### src/logic/tef_pkg.sv
// Purpose: constants for timer event flags and software event triggers
// Assumes: 32-bit Avalon-MM register access, byte addresses
// Notes: reserved bits read as zero
// Contract
// input mode capture sets channel event flag
// output mode compare sets channel event flag
// channel flag set by hardware, software clears
// every update event sets update flag
// flag bits clear on zero, ones unchanged
// channel generate bit fires event, self-clears
// software channel event sets flag, requests
// software input event captures counter value
// capture while flag set raises overrun
// update generate bit writable, self-clears
// update generate resets main counter
// prescaler cleared together with counter
// channel mode register accessed by words
// inhibited update request reinitialises, no event
// direction 00 output, 01 input
package tef_pkg;
  localparam logic [7:0]  OFS_CTRL     = 8'h00;
  localparam logic [7:0]  OFS_FLAGS    = 8'h10;
  localparam logic [7:0]  OFS_SWEVG    = 8'h14;
  localparam logic [7:0]  OFS_CHMODE   = 8'h18;
  localparam logic [7:0]  OFS_CAPVAL   = 8'h34;
  localparam int          BIT_INHIBIT  = 1;
  localparam int          BIT_UPD_FLAG = 0;
  localparam int          BIT_CH_FLAG  = 1;
  localparam int          BIT_OVR_FLAG = 9;
  localparam int          BIT_UPD_GEN  = 0;
  localparam int          BIT_CH_GEN   = 1;
  localparam int          CNT_W        = 16;
  localparam int          CHMODE_W     = 8;
  localparam logic [1:0]  DIR_OUTPUT   = 2'h0;
  localparam logic [1:0]  DIR_INPUT    = 2'h1;
  localparam logic [3:0]  BE_WORD      = 4'hF;
  localparam logic [CHMODE_W-1:0] RST_CHMODE = 8'h00;
  localparam logic [CNT_W-1:0]    RST_CAPVAL = 16'h0000;
  localparam logic [31:0] RST_RDATA    = 32'h00000000;
  typedef enum logic [0:0] {TEF_BUS_IDLE, TEF_BUS_DONE} tef_bus_e;
endpackage

### src/logic/tef_avmm_port.sv
// Purpose: Avalon-MM handshake, one wait state per access
// Assumes: master holds request until waitrequest sampled low
// Notes: readdata loaded at the same edge that waitrequest drops
`timescale 1ns/1ps
module tef_avmm_port import tef_pkg::*; (
  input  wire logic        mclk,        // kernel clock
  input  wire logic        reset,       // async, active high
  input  wire logic        read,        // bus read request
  input  wire logic        write,       // bus write request
  input  wire logic [31:0] rdata_in,    // decoded read value
  output logic      [31:0] readdata,    // registered read data
  output logic             waitrequest, // low in the accept cycle
  output logic             wr_stb       // write commits at next edge
);
  typedef struct packed {
    tef_bus_e    st;
    logic        wait_q;
    logic [31:0] rdata;
  } tef_port_s;

  tef_port_s s_q;
  tef_port_s s_d;

  always_comb begin
    s_d = s_q;
    case (s_q.st)
      TEF_BUS_IDLE: begin
        if (read || write) begin
          s_d.st     = TEF_BUS_DONE;
          s_d.wait_q = 1'b0;
          if (read) begin
            s_d.rdata = rdata_in;
          end
        end
      end
      TEF_BUS_DONE: begin
        s_d.st     = TEF_BUS_IDLE;
        s_d.wait_q = 1'b1;
      end
      default: begin
        s_d.st     = TEF_BUS_IDLE;
        s_d.wait_q = 1'b1;
      end
    endcase
  end

  always_ff @(posedge mclk or posedge reset) begin
    if (reset) begin
      s_q <= '{st: TEF_BUS_IDLE, wait_q: 1'b1, rdata: RST_RDATA};
    end else begin
      s_q <= s_d;
    end
  end

  assign readdata    = s_q.rdata;
  assign waitrequest = s_q.wait_q;
  assign wr_stb      = (s_q.st == TEF_BUS_DONE) && write;
endmodule // tef_avmm_port

### src/logic/tef_timer_flags.sv
// Purpose: timer status flags and software event generation
// Assumes: event inputs come from timer logic on mclk
// Notes: pulses last one cycle; flags are sticky
//
// Local design decision: register access over Avalon-MM.
`timescale 1ns/1ps
module tef_timer_flags import tef_pkg::*; (
  input  wire logic             mclk,                 // kernel clock
  input  wire logic             reset,                // async, active high
  input  wire logic [7:0]       address,              // byte address
  input  wire logic             read,                 // bus read
  input  wire logic             write,                // bus write
  input  wire logic [31:0]      writedata,            // bus write data
  input  wire logic [3:0]       byteenable,           // bus byte lanes
  output logic      [31:0]      readdata,             // bus read data
  output logic                  waitrequest,          // bus stall
  input  wire logic             capture_event,        // channel capture
  input  wire logic             compare_event,        // channel compare match
  input  wire logic             hw_update_event,      // counter update
  input  wire logic [CNT_W-1:0] counter_value,        // main counter
  output logic                  update_event_flag,    // sticky update flag
  output logic                  channel_event_flag,   // sticky channel flag
  output logic                  capture_overrun_flag, // sticky overrun flag
  output logic                  update_event,         // update pulse
  output logic                  counter_clear,        // counter reset pulse
  output logic                  prescaler_clear,      // prescaler reset pulse
  output logic                  channel_event,        // irq/dma request pulse
  output logic      [CNT_W-1:0] capture_value,        // captured count
  output logic                  channel_input,        // channel in input mode
  output logic                  update_inhibit        // software update event off
);
  typedef struct packed {
    logic                upd_flag;
    logic                ch_flag;
    logic                ovr_flag;
    logic                inhibit;
    logic [CHMODE_W-1:0] chmode;
    logic [CNT_W-1:0]    capval;
    logic                upd_evt;
    logic                cnt_clr;
    logic                psc_clr;
    logic                ch_evt;
    logic                ch_in;
  } tef_core_s;

  tef_core_s   s_q;
  tef_core_s   s_d;
  logic [31:0] rdata_mux;
  logic        wr_stb;
  logic        wr_flags;
  logic        wr_swevg;
  logic        sw_upd;
  logic        sw_ch;
  logic        is_input;
  logic        is_output;
  logic        cap_hit;
  logic        ch_set;
  logic        upd_set;

  tef_avmm_port u_port (
    .mclk        (mclk),
    .reset       (reset),
    .read        (read),
    .write       (write),
    .rdata_in    (rdata_mux),
    .readdata    (readdata),
    .waitrequest (waitrequest),
    .wr_stb      (wr_stb)
  );

  // read decode, unmapped reads zero
  always_comb begin
    rdata_mux = RST_RDATA;
    case (address)
      OFS_CTRL: begin
        rdata_mux[BIT_INHIBIT] = s_q.inhibit;
      end
      OFS_FLAGS: begin
        rdata_mux[BIT_UPD_FLAG] = s_q.upd_flag;
        rdata_mux[BIT_CH_FLAG]  = s_q.ch_flag;
        rdata_mux[BIT_OVR_FLAG] = s_q.ovr_flag;
      end
      OFS_CHMODE: begin
        rdata_mux[CHMODE_W-1:0] = s_q.chmode;
      end
      OFS_CAPVAL: begin
        rdata_mux[CNT_W-1:0] = s_q.capval;
      end
      default: begin
        rdata_mux = RST_RDATA;
      end
    endcase
  end

  // direction decode
  assign is_output = s_q.chmode[1:0] == DIR_OUTPUT;
  assign is_input  = s_q.chmode[1:0] == DIR_INPUT;

  assign wr_flags = wr_stb && (address == OFS_FLAGS);
  assign wr_swevg = wr_stb && (address == OFS_SWEVG) && byteenable[0];
  // channel generate strobe
  assign sw_ch    = wr_swevg && writedata[BIT_CH_GEN];
  // update generate strobe
  assign sw_upd   = wr_swevg && writedata[BIT_UPD_GEN];

  // capture in input mode
  assign cap_hit = is_input && (capture_event || sw_ch);
  // compare in output mode
  assign ch_set  = cap_hit || (is_output && compare_event) || sw_ch;
  // inhibit blocks software update event
  assign upd_set = hw_update_event || (sw_upd && !s_q.inhibit);

  always_comb begin
    s_d         = s_q;
    s_d.upd_evt = upd_set;
    // counter reset on update request
    s_d.cnt_clr = sw_upd;
    // prescaler cleared alongside counter
    s_d.psc_clr = sw_upd;
    // request pulse on channel event
    s_d.ch_evt  = ch_set;
    // zero clears, one keeps
    if (wr_flags && byteenable[0]) begin
      s_d.upd_flag = s_q.upd_flag && writedata[BIT_UPD_FLAG];
      s_d.ch_flag  = s_q.ch_flag && writedata[BIT_CH_FLAG];
    end
    if (wr_flags && byteenable[1]) begin
      s_d.ovr_flag = s_q.ovr_flag && writedata[BIT_OVR_FLAG];
    end
    // update sets flag, set wins
    if (upd_set) begin
      s_d.upd_flag = 1'b1;
    end
    // hardware or software channel event sets, set wins
    if (ch_set) begin
      s_d.ch_flag = 1'b1;
    end
    // overrun on capture with flag set
    if (cap_hit && s_q.ch_flag) begin
      s_d.ovr_flag = 1'b1;
    end
    // capture counter into value register
    if (cap_hit) begin
      s_d.capval = counter_value;
    end
    if (wr_stb && (address == OFS_CTRL) && byteenable[0]) begin
      s_d.inhibit = writedata[BIT_INHIBIT];
    end
    // partial writes ignored
    if (wr_stb && (address == OFS_CHMODE) && (byteenable == BE_WORD)) begin
      s_d.chmode = writedata[CHMODE_W-1:0];
    end
    // registered copy of the input-mode decode for the port
    s_d.ch_in = s_d.chmode[1:0] == DIR_INPUT;
  end

  always_ff @(posedge mclk or posedge reset) begin
    if (reset) begin
      s_q <= '{upd_flag: 1'b0, ch_flag: 1'b0, ovr_flag: 1'b0,
               inhibit: 1'b0, chmode: RST_CHMODE, capval: RST_CAPVAL,
               upd_evt: 1'b0, cnt_clr: 1'b0, psc_clr: 1'b0,
               ch_evt: 1'b0, ch_in: 1'b0};
    end else begin
      s_q <= s_d;
    end
  end

  assign update_event_flag    = s_q.upd_flag;
  assign channel_event_flag   = s_q.ch_flag;
  assign capture_overrun_flag = s_q.ovr_flag;
  assign update_event         = s_q.upd_evt;
  assign counter_clear        = s_q.cnt_clr;
  assign prescaler_clear      = s_q.psc_clr;
  assign channel_event        = s_q.ch_evt;
  assign capture_value        = s_q.capval;
  assign channel_input        = s_q.ch_in;
  assign update_inhibit       = s_q.inhibit;
endmodule // tef_timer_flags
### config.mk
export PLATFORM = sky130hd
export DESIGN_NAME = tef_timer_flags
export DESIGN_NICKNAME = d
export VERILOG_FILES = /design/src/logic/tef_pkg.sv /design/src/logic/tef_avmm_port.sv /design/src/logic/tef_timer_flags.sv
export SDC_FILE = /design/constraint.sdc
export NUM_CORES = 1
export LEC_CHECK = 0
export BUFFER_PORTS_ARGS = -buffer_cell sky130_fd_sc_hd__buf_4
export CORE_ASPECT_RATIO = 1.2
export CORE_MARGIN = 3
export CORE_UTILIZATION = 45
export DETAILED_ROUTE_END_ITERATION = 10
export HOLD_SLACK_MARGIN = 0.15
export PLACE_DENSITY = 0.87
export SETUP_SLACK_MARGIN = 0.05
export SYNTH_ARGS = -nofsm -noshare
export SYNTH_HDL_FRONTEND = slang
export SYNTH_SLANG_ARGS = --single-unit
export TNS_END_PERCENT = 20
### constraint.sdc
create_clock -name mclk -period 2.25 [get_ports mclk]
set_input_delay 0.1125 -clock mclk [delete_from_list [all_inputs] [get_ports mclk]]
set_output_delay 0.1125 -clock mclk [all_outputs]
set_load 0.02 [all_outputs]
==> flow_summary.json, run 1 <==
{
  "slowest_delay_ps": 640,
  "drive_gt1_share_pct": 40.2,
  "hold_path.class": "in -> reg",
  "worstMarginPinSlew_ps": 801,
  "synthArstFlopShare_pct": 100,
  "path_max_fanout": 17,
  "synth_cells": 219,
  "clockRootBuffer": "clkbuf_8",
  "cts_resized": 0,
  "grt_pass1_wl_mm": 8.96,
  "path_cells": "nor2b_1 > and2_1 > a31oi_4 > mux2_2",
  "syn2layout_area_growth_pct": 37.6,
  "first_global_vias": 1812,
  "avgRoutedWirePerCell_um": 15.0,
  "ys_top_cells_by_area": "dfrtp_1 (50%), buf_4 (10%), mux2_2 (7.8%)",
  "cts_max_level": 2,
  "synth.area.mux_share_pct": 13.7,
  "leakage_nw": 1.72,
  "core_area_mm2": 0.00511,
  "fin_skew_ps": 7.11,
  "portBuffers": 85,
  "ys_top_cells_by_count": "dfrtp_1 (49), buf_4 (33), nand2_1 (24)",
  "syn_area_per_cell_um2": 11.3,
  "maxSlewHeadroom_pct": 46.6,
  "irDropWorstVdd_uv": 376,
  "yosysTopAreaCell": "dfrtp_1",
  "ys.flop_type": "dfrtp_1",
  "synth_area_mm2": 0.00246,
  "synth_top_family_by_area": "multiplexers",
  "fillers": 395,
  "maxCapViolCount": 0,
  "pwr-share-seq_pct": 54.2,
  "num_antenna_cells": 0,
  "synth-seq-cells": 50,
  "drtIter0Drc": 74,
  "die_w_um": 73.6,
  "dr.pass1.iters": 5,
  "slowest_stage": "a31oi_4",
  "synth_edf_count": 0,
  "required_ps": 2440,
  "synth.distinct_cells": 37,
  "power_density_mw_per_mm2": 504,
  "rsz0062_at_grt": "false",
  "yosys.area_share.adder_pct": 0,
  "grt_overflow": 0,
  "hold_viol_final": 0,
  "slew_viol_final": 0,
  "r2r_setup_slack_ps": 270,
  "period_needed_ps": 1980,
  "hpwlAfterDp_mm": 4.03,
  "tns_ps": 0,
  "vias": 1941,
  "die-area_mm2": 0.00641,
  "clk_latency_ps": 300,
  "met2_length_mm": 2.97,
  "intPower_mw": 1.28,
  "ctsLongestPathBuffers": 2,
  "rows": 28,
  "routed_via_density": 5.07,
  "power_frac_comb_pct": 14.5,
  "cts_sinks": 50,
  "clk_pin_slew_ps": 80,
  "p_sw_mw": 0.425,
  "final_nets": 389,
  "synth.top_cell.area_share_pct": 49.7,
  "antenna_found_initial": 0,
  "yosys_warnings": 0,
  "die_height_um": 87.1,
  "end_kind": "flop",
  "switching_share_pct": 24.9,
  "setup_violations": 0,
  "synth_compound_area_share_pct": 10.1,
  "dr_wl_met3_um": 361,
  "routed.top_layer": "met4",
  "synthXorXnorAreaFrac_pct": 0,
  "critical_path_buf_inv_count": 0,
  "cp-start-kind": "flop",
  "ant_nets": 0,
  "synth_most_common_cell": "dfrtp_1",
  "wl_mm": 5.74,
  "grt_max_degree": 51,
  "track_usage_pct": 18.3,
  "cts_buffers": 5,
  "initial_core_util_pct": 48.2,
  "synth-simple-area-share_pct": 13.2,
  "gp_congestion": 0.923,
  "cts_tree": "yes",
  "clockPowerShare_pct": 31.2,
  "finalCritPeriodShare_pct": 88.0,
  "path_delay_family": "compound AO/OA/AOI/OAI gates",
  "critPathArrivalTime_ps": 2170,
  "critPathKind": "reg -> reg",
  "power_mw": 1.71,
  "io_pins": 125,
  "outcome": "completed",
  "fmax_mhz": 505,
  "seq_area_frac_synth_pct": 50.8,
  "met1_length_mm": 2.36,
  "drc": 0
}
[cells in the final DEF (no fill, tap or decap), types with 2 or more instances in the layout]
cell	netlist	routed
nor4b_1	2	2
nor2_1	8	8
o21ai_0	19	19
clkbuf_8	0	6
and2_1	3	3
nand4_1	4	4
o2bb2ai_1	2	2
a22oi_1	8	8
buf_4	33	89
mux2_4	9	9
a32o_1	2	2
dfrtp_1	49	49
nand2b_1	3	3
inv_1	5	4
nand2_1	24	24
a21oi_1	2	2
and3_1	3	3
conb_1	1	16
nor3_1	3	3
dlygate4sd3_1	0	31
nor2b_1	2	2
mux2_2	17	17
[per-layer routing]
metal	track usage (%)	up-vias
met2	31.9	89
met4	4.94	0
met5	0	-
li1	-	927
met1	22.6	921
met3	4.16	4
[state kept, by name (all words and copies together), names as in the netlist]
signal / flops
u_port.waitrequest: 1
u_port.readdata: 16
prescaler_clear: 1
channel_event: 1
capture_value: 16
update_inhibit: 1
s_q: 8
capture_overrun_flag: 1
update_event_flag: 1
u_port.s_q: 1
channel_event_flag: 1
update_event: 1
channel_input: 1
[logic make-up (layout without fill, tap and decap cells)]
| kind of cell | Yosys count | count (layout) |
|---|---|---|
| other cells | 1 | 16 |
| flops | 50 | 50 |
| mux | 27 | 27 |
| simple gates | 60 | 60 |
| compound gates | 37 | 37 |
| buf+inv | 44 | 133 |
[stage by stage]
step	hold slack, ps	utilization (%)	worst slack [ps]	instance area (µm²)	cells
floorplan	229	-	578	2520	234
global placement	317	58.4	281	2990	344
detailed placement	329	58.4	253	2990	344
CTS	155	66.3	262	3390	383
global route	184	66.3	180	3390	383
finish	171	66.3	270	3390	383
[worst reg2reg max path, cell delays in order, from the launching register on]
cell,delay [ps]
dfrtp_1,430
nor2b_1,190
and2_1,190
a31oi_4,640
mux2_2,420
[timing repair]
| action | CTS | global route |
|---|---|---|
| endpoints found under the hold margin | 83 | 0 |
| setup endpoints to repair | 0 | 0 |
| hold buffers | 31 | 0 |
| setup buffers | 0 | 0 |
[final timing paths]
| path | start | endpoint | cells past startpoint |
|---|---|---|---|
| min in group asynchronous | reset | update_event | 4 |
| max | s_q[21] | capture_value[13] | 4 |
| min | compare_event | channel_event | 3 |
| max reg2reg | s_q[21] | capture_value[13] | 4 |
| min reg2reg | u_port.readdata[9] | u_port.readdata[9] | 2 |
| max in group asynchronous | reset | u_port.readdata[5] | 4 |
[final cells by class]
type	count	area, µm²	share of cell area [%]
inverter	5	18.8	0.554
sequential	50	1250	36.9
tap	60	75.1	2.21
multi-input combinational	140	971	28.6
clock inverter	2	12.5	0.369
timing repair buffer	120	978	28.9
clock buffer	6	82.6	2.44
[power groups by stage]
stage	Sequential [mW]	Combinational (mW)	Clock, mW
after floorplan	0.954	0.115	0
after global placement	0.944	0.202	0
after detailed placement	0.945	0.207	0
after CTS	0.927	0.248	0.552
after global routing	0.930	0.270	0.584
final	0.927	0.248	0.534
No activity file was read; power rests on OpenSTA's default activity.
==> run 2: changes to the inputs <==
--- a/config.mk
+++ b/config.mk
@@ -13,6 +13,7 @@
 export HOLD_SLACK_MARGIN = 0.15
 export PLACE_DENSITY = 0.87
 export SETUP_SLACK_MARGIN = 0.05
+export SKIP_CTS_REPAIR_TIMING = 1
 export SYNTH_ARGS = -nofsm -noshare
 export SYNTH_HDL_FRONTEND = slang
 export SYNTH_SLANG_ARGS = --single-unit
==> constraint.sdc (replaced) <==
create_clock -name mclk -period 1.9 [get_ports mclk]
set_input_delay 0.095 -clock mclk [delete_from_list [all_inputs] [get_ports mclk]]
set_output_delay 0.095 -clock mclk [all_outputs]
set_load 0.02 [all_outputs]
==> run 2 against run 1 <==
Against the previous run:
- utilization is 0.66 points higher
- wire length rose by 0.61%
- clock skew is essentially flat
- first-iteration DRC count up 15%
- sequential share of layout area fell by 0.36 points
- total power increased by 17%
- critical path depth up 1
- design area rose by 1.0%
- combinational power is 21% higher
- maximum frequency up 19%
- die area did not move
- largest cell class unchanged
- highest routed layer unchanged
==> flow_summary.json, run 2 (synthesis gave the netlist of run 1 again) <==
{
  "final_common_cell": "buf_4",
  "setup_violations": 0,
  "r2r_end": "capture_value[8]",
  "wl_mm": 5.78,
  "leakage_nw": 1.75,
  "drive_gt1_share_pct": 41.1,
  "irDropWorstVdd_uv": 399,
  "die_height_um": 87.1,
  "timing.rr.start": "s_q[21]",
  "track_usage_pct": 17.6,
  "antenna_found_initial": 0,
  "r2r_setup_slack_ps": 230,
  "pre_cts_ws_ps": 62.6,
  "dr.pass1.iters": 4,
  "rows": 28,
  "hold_viol_final": 0,
  "multiInputGateArea_um2": 971,
  "maxCapViolCount": 0,
  "gp_congestion": 0.855,
  "fillers": 392,
  "slowest_delay_ps": 430,
  "final_nets": 392,
  "hold_start": "writedata[9]",
  "cts_tree": "yes",
  "vias": 1933,
  "hold_depth": 4,
  "power_density_mw_per_mm2": 584,
  "grt_overflow": 0,
  "first_global_vias": 1845,
  "path_cells": "nor2b_1 > and2_1 > a31oi_4 > buf_12 > mux2_2",
  "grt.met1_usage_pct": 22.7,
  "num_antenna_cells": 0,
  "tns_ps": 0,
  "die-area_mm2": 0.00641,
  "path_max_fanout": 17,
  "portBuffers": 85,
  "slew_viol_final": 0,
  "hpwlAfterDp_mm": 4.29,
  "critPathArrivalTime_ps": 1850,
  "critPathKind": "reg -> reg",
  "period_needed_ps": 1670,
  "initial_core_util_pct": 48.2,
  "core_area_mm2": 0.00511,
  "met3_usage_pct": 2.89,
  "cts_sinks": 50,
  "clk_pin_slew_ps": 90,
  "avgRoutedWirePerCell_um": 15.0,
  "die_w_um": 73.6,
  "regArea_mm2": 0.00125,
  "required_ps": 2080,
  "fin_skew_ps": 7.49,
  "clk_latency_ps": 290,
  "grt_max_degree": 29,
  "syn2layout_area_growth_pct": 38.9,
  "drc": 0,
  "routed_via_density": 5.01,
  "hold_path.class": "in -> reg",
  "io_pins": 125,
  "finalCritPeriodShare_pct": 87.9,
  "cp-start-kind": "flop",
  "top_usage_layer": "met2",
  "grt_pass1_wl_mm": 8.74,
  "clockRootBuffer": "clkbuf_8",
  "hold-worst-slack_ps": 128,
  "setup_slack_ps": 230,
  "cts_buffers": 5,
  "end_kind": "flop",
  "cts_max_level": 2,
  "ctsLongestPathBuffers": 2,
  "fmax_mhz": 599,
  "grt_use_met2_pct": 29.8,
  "layout_common_cells": "buf_4 (92), dfrtp_1 (49), dlygate4sd3_1 (29)",
  "outcome": "completed",
  "holdPathEnd": "capture_overrun_flag",
  "rr_worst_depth": 5,
  "ant_nets": 0,
  "rsz0062_at_grt": "false",
  "slowest_stage": "dfrtp_1",
  "drtIter0Drc": 85
}
-- run 2: cell count changes in the layout (fill, tap and decap cells not counted), sizes merged --
| cell | before | now |
|---|---|---|
| clkinv | 1 | 2 |
| dlygate4sd3 | 31 | 29 |
| clkinvlp | 1 | 0 |
| buf | 89 | 94 |
-- run 2: critical path, delay by kind of cell, from the launching register on --
kind | cells | cell delay [ps]
AO/OA/AOI/OAI | 1 | 180
multiplexers | 1 | 350
flip-flops | 1 | 430
AND/OR/NAND/NOR | 2 | 400
buffers and inverters | 1 | 200
-- run 2: through the flow --
step                      utilization [%]  total power, mW  instance area, µm²  cells
final                                67.0             2.00                3420    386
after global routing                 67.0             2.09                3420    386
after CTS                            61.3             1.97                3130    357
after detailed placement             59.6             1.37                3050    349
after global placement               59.6             1.37                3050    349
after floorplan                         -             1.27                2520    234
-- run 2: worst max-delay path by stage --
| stage | end | cells past startpoint | startpoint |
|---|---|---|---|
| after floorplan | capture_value[0] | 5 | address[5] |
| after global placement | capture_value[4] | 6 | address[5] |
| after detailed placement | capture_value[4] | 6 | address[5] |
| after CTS | capture_value[8] | 5 | s_q[21] |
| after global routing | capture_value[8] | 5 | s_q[21] |
| final | capture_value[8] | 5 | s_q[21] |
-- run 2: routing by layer --
layer	up-vias	wire [µm]
li1	930	-
met4	0	46
met1	922	2410
met5	-	0
met2	75	3000
met3	6	319
-- run 2: area by class of cell --
| class | count | area share [%] |
|---|---|---|
| inverter | 5 | 0.548 |
| tap | 60 | 2.19 |
| clock buffer | 6 | 2.12 |
| sequential | 50 | 36.6 |
| multi-input combinational | 140 | 28.4 |
| timing repair buffer | 123 | 29.8 |
| clock inverter | 2 | 0.402 |
-- run 2: report_power, final --
group,internal (mW),switching (mW)
Sequential,1.08,0.0142
Combinational,0.150,0.150
Clock,0.260,0.339
==> run 3: changes to the inputs <==
--- a/config.mk
+++ b/config.mk
@@ -12,6 +12,7 @@
 export DETAILED_ROUTE_END_ITERATION = 10
 export HOLD_SLACK_MARGIN = 0.15
 export PLACE_DENSITY = 0.87
+export REMOVE_ABC_BUFFERS = 1
 export SETUP_SLACK_MARGIN = 0.05
 export SKIP_CTS_REPAIR_TIMING = 1
 export SYNTH_ARGS = -nofsm -noshare
==> run 3 against run 2 <==
Against the previous run:
- critical path depth rose by 1
- first-iteration DRC count fell by 22%
- highest routed layer unchanged
- total power rose by 14%
- hold slack improved by 27 ps
- sequential power barely moved
- non-clock buffer count fell by 2
- critical endpoint is now capture_overrun_flag
- sequential cell count did not move
==> flow_summary.json, run 3 (synthesis gave the netlist of run 1 again) <==
{
  "tns_ps": 0,
  "path_max_fanout": 6,
  "grt_pass1_wl_mm": 8.93,
  "fin_skew_ps": 6.16,
  "period_needed_ps": 1750,
  "clk_latency_ps": 300,
  "die_height_um": 87.1,
  "cts_sinks": 50,
  "fillers": 396,
  "layout_common_cells": "buf_4 (88), dfrtp_1 (49), dlygate4sd3_1 (31)",
  "slew_viol_final": 0,
  "maxCapViolCount": 0,
  "drc": 0,
  "p_sw_mw": 0.521,
  "dr.pass1.iters": 4,
  "avgRoutedWirePerCell_um": 16.0,
  "routed_via_density": 5.16,
  "setup_slack_ps": 149,
  "path_cells": "buf_4 > nor4b_1 > and3_1 > nand4_1 > dlygate4sd3_1 > o2bb2ai_1",
  "fmax_mhz": 571,
  "die-area_mm2": 0.00641,
  "power_density_mw_per_mm2": 658,
  "rr_worst_depth": 5,
  "intPower_mw": 1.76,
  "die_w_um": 73.6,
  "final_common_cell": "buf_4",
  "dpl-instance-area_mm2": 0.00302,
  "vias": 1982,
  "io_pins": 125,
  "pre_cts_ws_ps": 70.8,
  "grt_max_degree": 29,
  "core_area_mm2": 0.00511,
  "required_ps": 2090,
  "clockRootBuffer": "clkbuf_8",
  "syn2layout_area_growth_pct": 40.6,
  "outcome": "completed",
  "drtIter0Drc": 66,
  "hold_viol_final": 0,
  "ant_nets": 0,
  "num_antenna_cells": 0,
  "end_kind": "flop",
  "grt_overflow": 0,
  "hold_path.class": "in -> reg",
  "clk_pin_slew_ps": 90,
  "cts_max_level": 2,
  "worstMarginPinSlew_ps": 621,
  "setup_violations": 0,
  "cts_buffers": 5,
  "antenna_found_initial": 0,
  "maxSlewHeadroom_pct": 58.0,
  "wl_mm": 6.15,
  "critPathKind": "in -> reg",
  "track_usage_pct": 18.4,
  "leakage_nw": 1.76,
  "hold_depth": 3,
  "switching_share_pct": 22.9,
  "slowest_delay_ps": 580,
  "rows": 28,
  "final_nets": 390,
  "portBuffers": 85,
  "slowest_stage": "nor4b_1",
  "hpwlAfterDp_mm": 4.37,
  "design_area_mm2": 0.00347,
  "finalCritPeriodShare_pct": 92.2,
  "clockPowerShare_pct": 38.6,
  "cts_tree": "yes",
  "cp-start-kind": "primary input",
  "hold-worst-slack_ps": 155,
  "pwr-share-seq_pct": 48.1,
  "drive_gt1_share_pct": 40.4,
  "gp_congestion": 0.864,
  "rsz0062_at_grt": "false",
  "first_global_vias": 1908,
  "power_frac_comb_pct": 13.3,
  "initial_core_util_pct": 48.2,
  "ctsLongestPathBuffers": 2,
  "irDropWorstVdd_uv": 340,
  "critPathArrivalTime_ps": 1940
}
==> run 3: changes by cell type in the layout (fill, tap and decap cells not counted) <==
| cell | previous run | this run |
|---|---|---|
| buf_4 | 92 | 88 |
| dlygate4sd3_1 | 29 | 31 |
| clkinv_2 | 1 | 0 |
| bufinv_16 | 0 | 2 |
| clkbuf_1 | 1 | 0 |
==> run 3: power groups by stage <==
| stage | registers, mW | logic, mW | clock network (mW) |
|---|---|---|---|
| final | 1.10 | 0.302 | 0.881 |
| after global routing | 1.10 | 0.328 | 0.943 |
| after CTS | 1.10 | 0.252 | 0.898 |
| after detailed placement | 1.12 | 0.251 | 0 |
| after global placement | 1.12 | 0.247 | 0 |
| after floorplan | 1.14 | 0.0943 | 0 |
==> run 3: worst paths after layout <==
kind,start,endpoint,slack [ps]
max,address[5],capture_overrun_flag,150
min reg2reg,u_port.readdata[3],u_port.readdata[3],490
min,capture_event,channel_event,150
max in group asynchronous,reset,capture_value[15],1000
min in group asynchronous,reset,capture_value[2],380
max reg2reg,s_q[21],capture_value[14],250
==> run 3: metrics by stage <==
step | cells | util [%] | total power, mW
6_report | 384 | 67.8 | 2.28
5_1_grt | 384 | 67.8 | 2.37
4_1_cts | 353 | 61.7 | 2.25
3_5_place_dp | 345 | 59.0 | 1.37
3_3_place_gp | 345 | 59.0 | 1.36
2_1_floorplan | 195 | - | 1.23
==> run 3: routing by layer <==
metal	vias to the layer above	wire [µm]	track usage, %
li1	921	-	-
met1	965	2320	21.0
met2	87	3340	33.8
met3	9	394	4.50
met4	0	99	4.61
met5	-	0	0
==> run 3: cell type report <==
cell class | count | area [µm²] | share of cell area (%)
Clock inverter | 3 | 68.8 | 1.99
Timing Repair Buffer | 121 | 1010 | 29.2
Sequential cell | 50 | 1250 | 36.1
Tap cell | 60 | 75.1 | 2.17
Inverter | 5 | 18.8 | 0.542
Clock buffer | 5 | 68.8 | 1.99
Multi-Input combinational cell | 140 | 971 | 28.0
==> run 3: worst max-delay path: cells and delay by family <==
kind	cells	cell delay, ps
AND/OR/NAND/NOR	3	1000
buffers and inverters	2	710
AO/OA/AOI/OAI	1	130
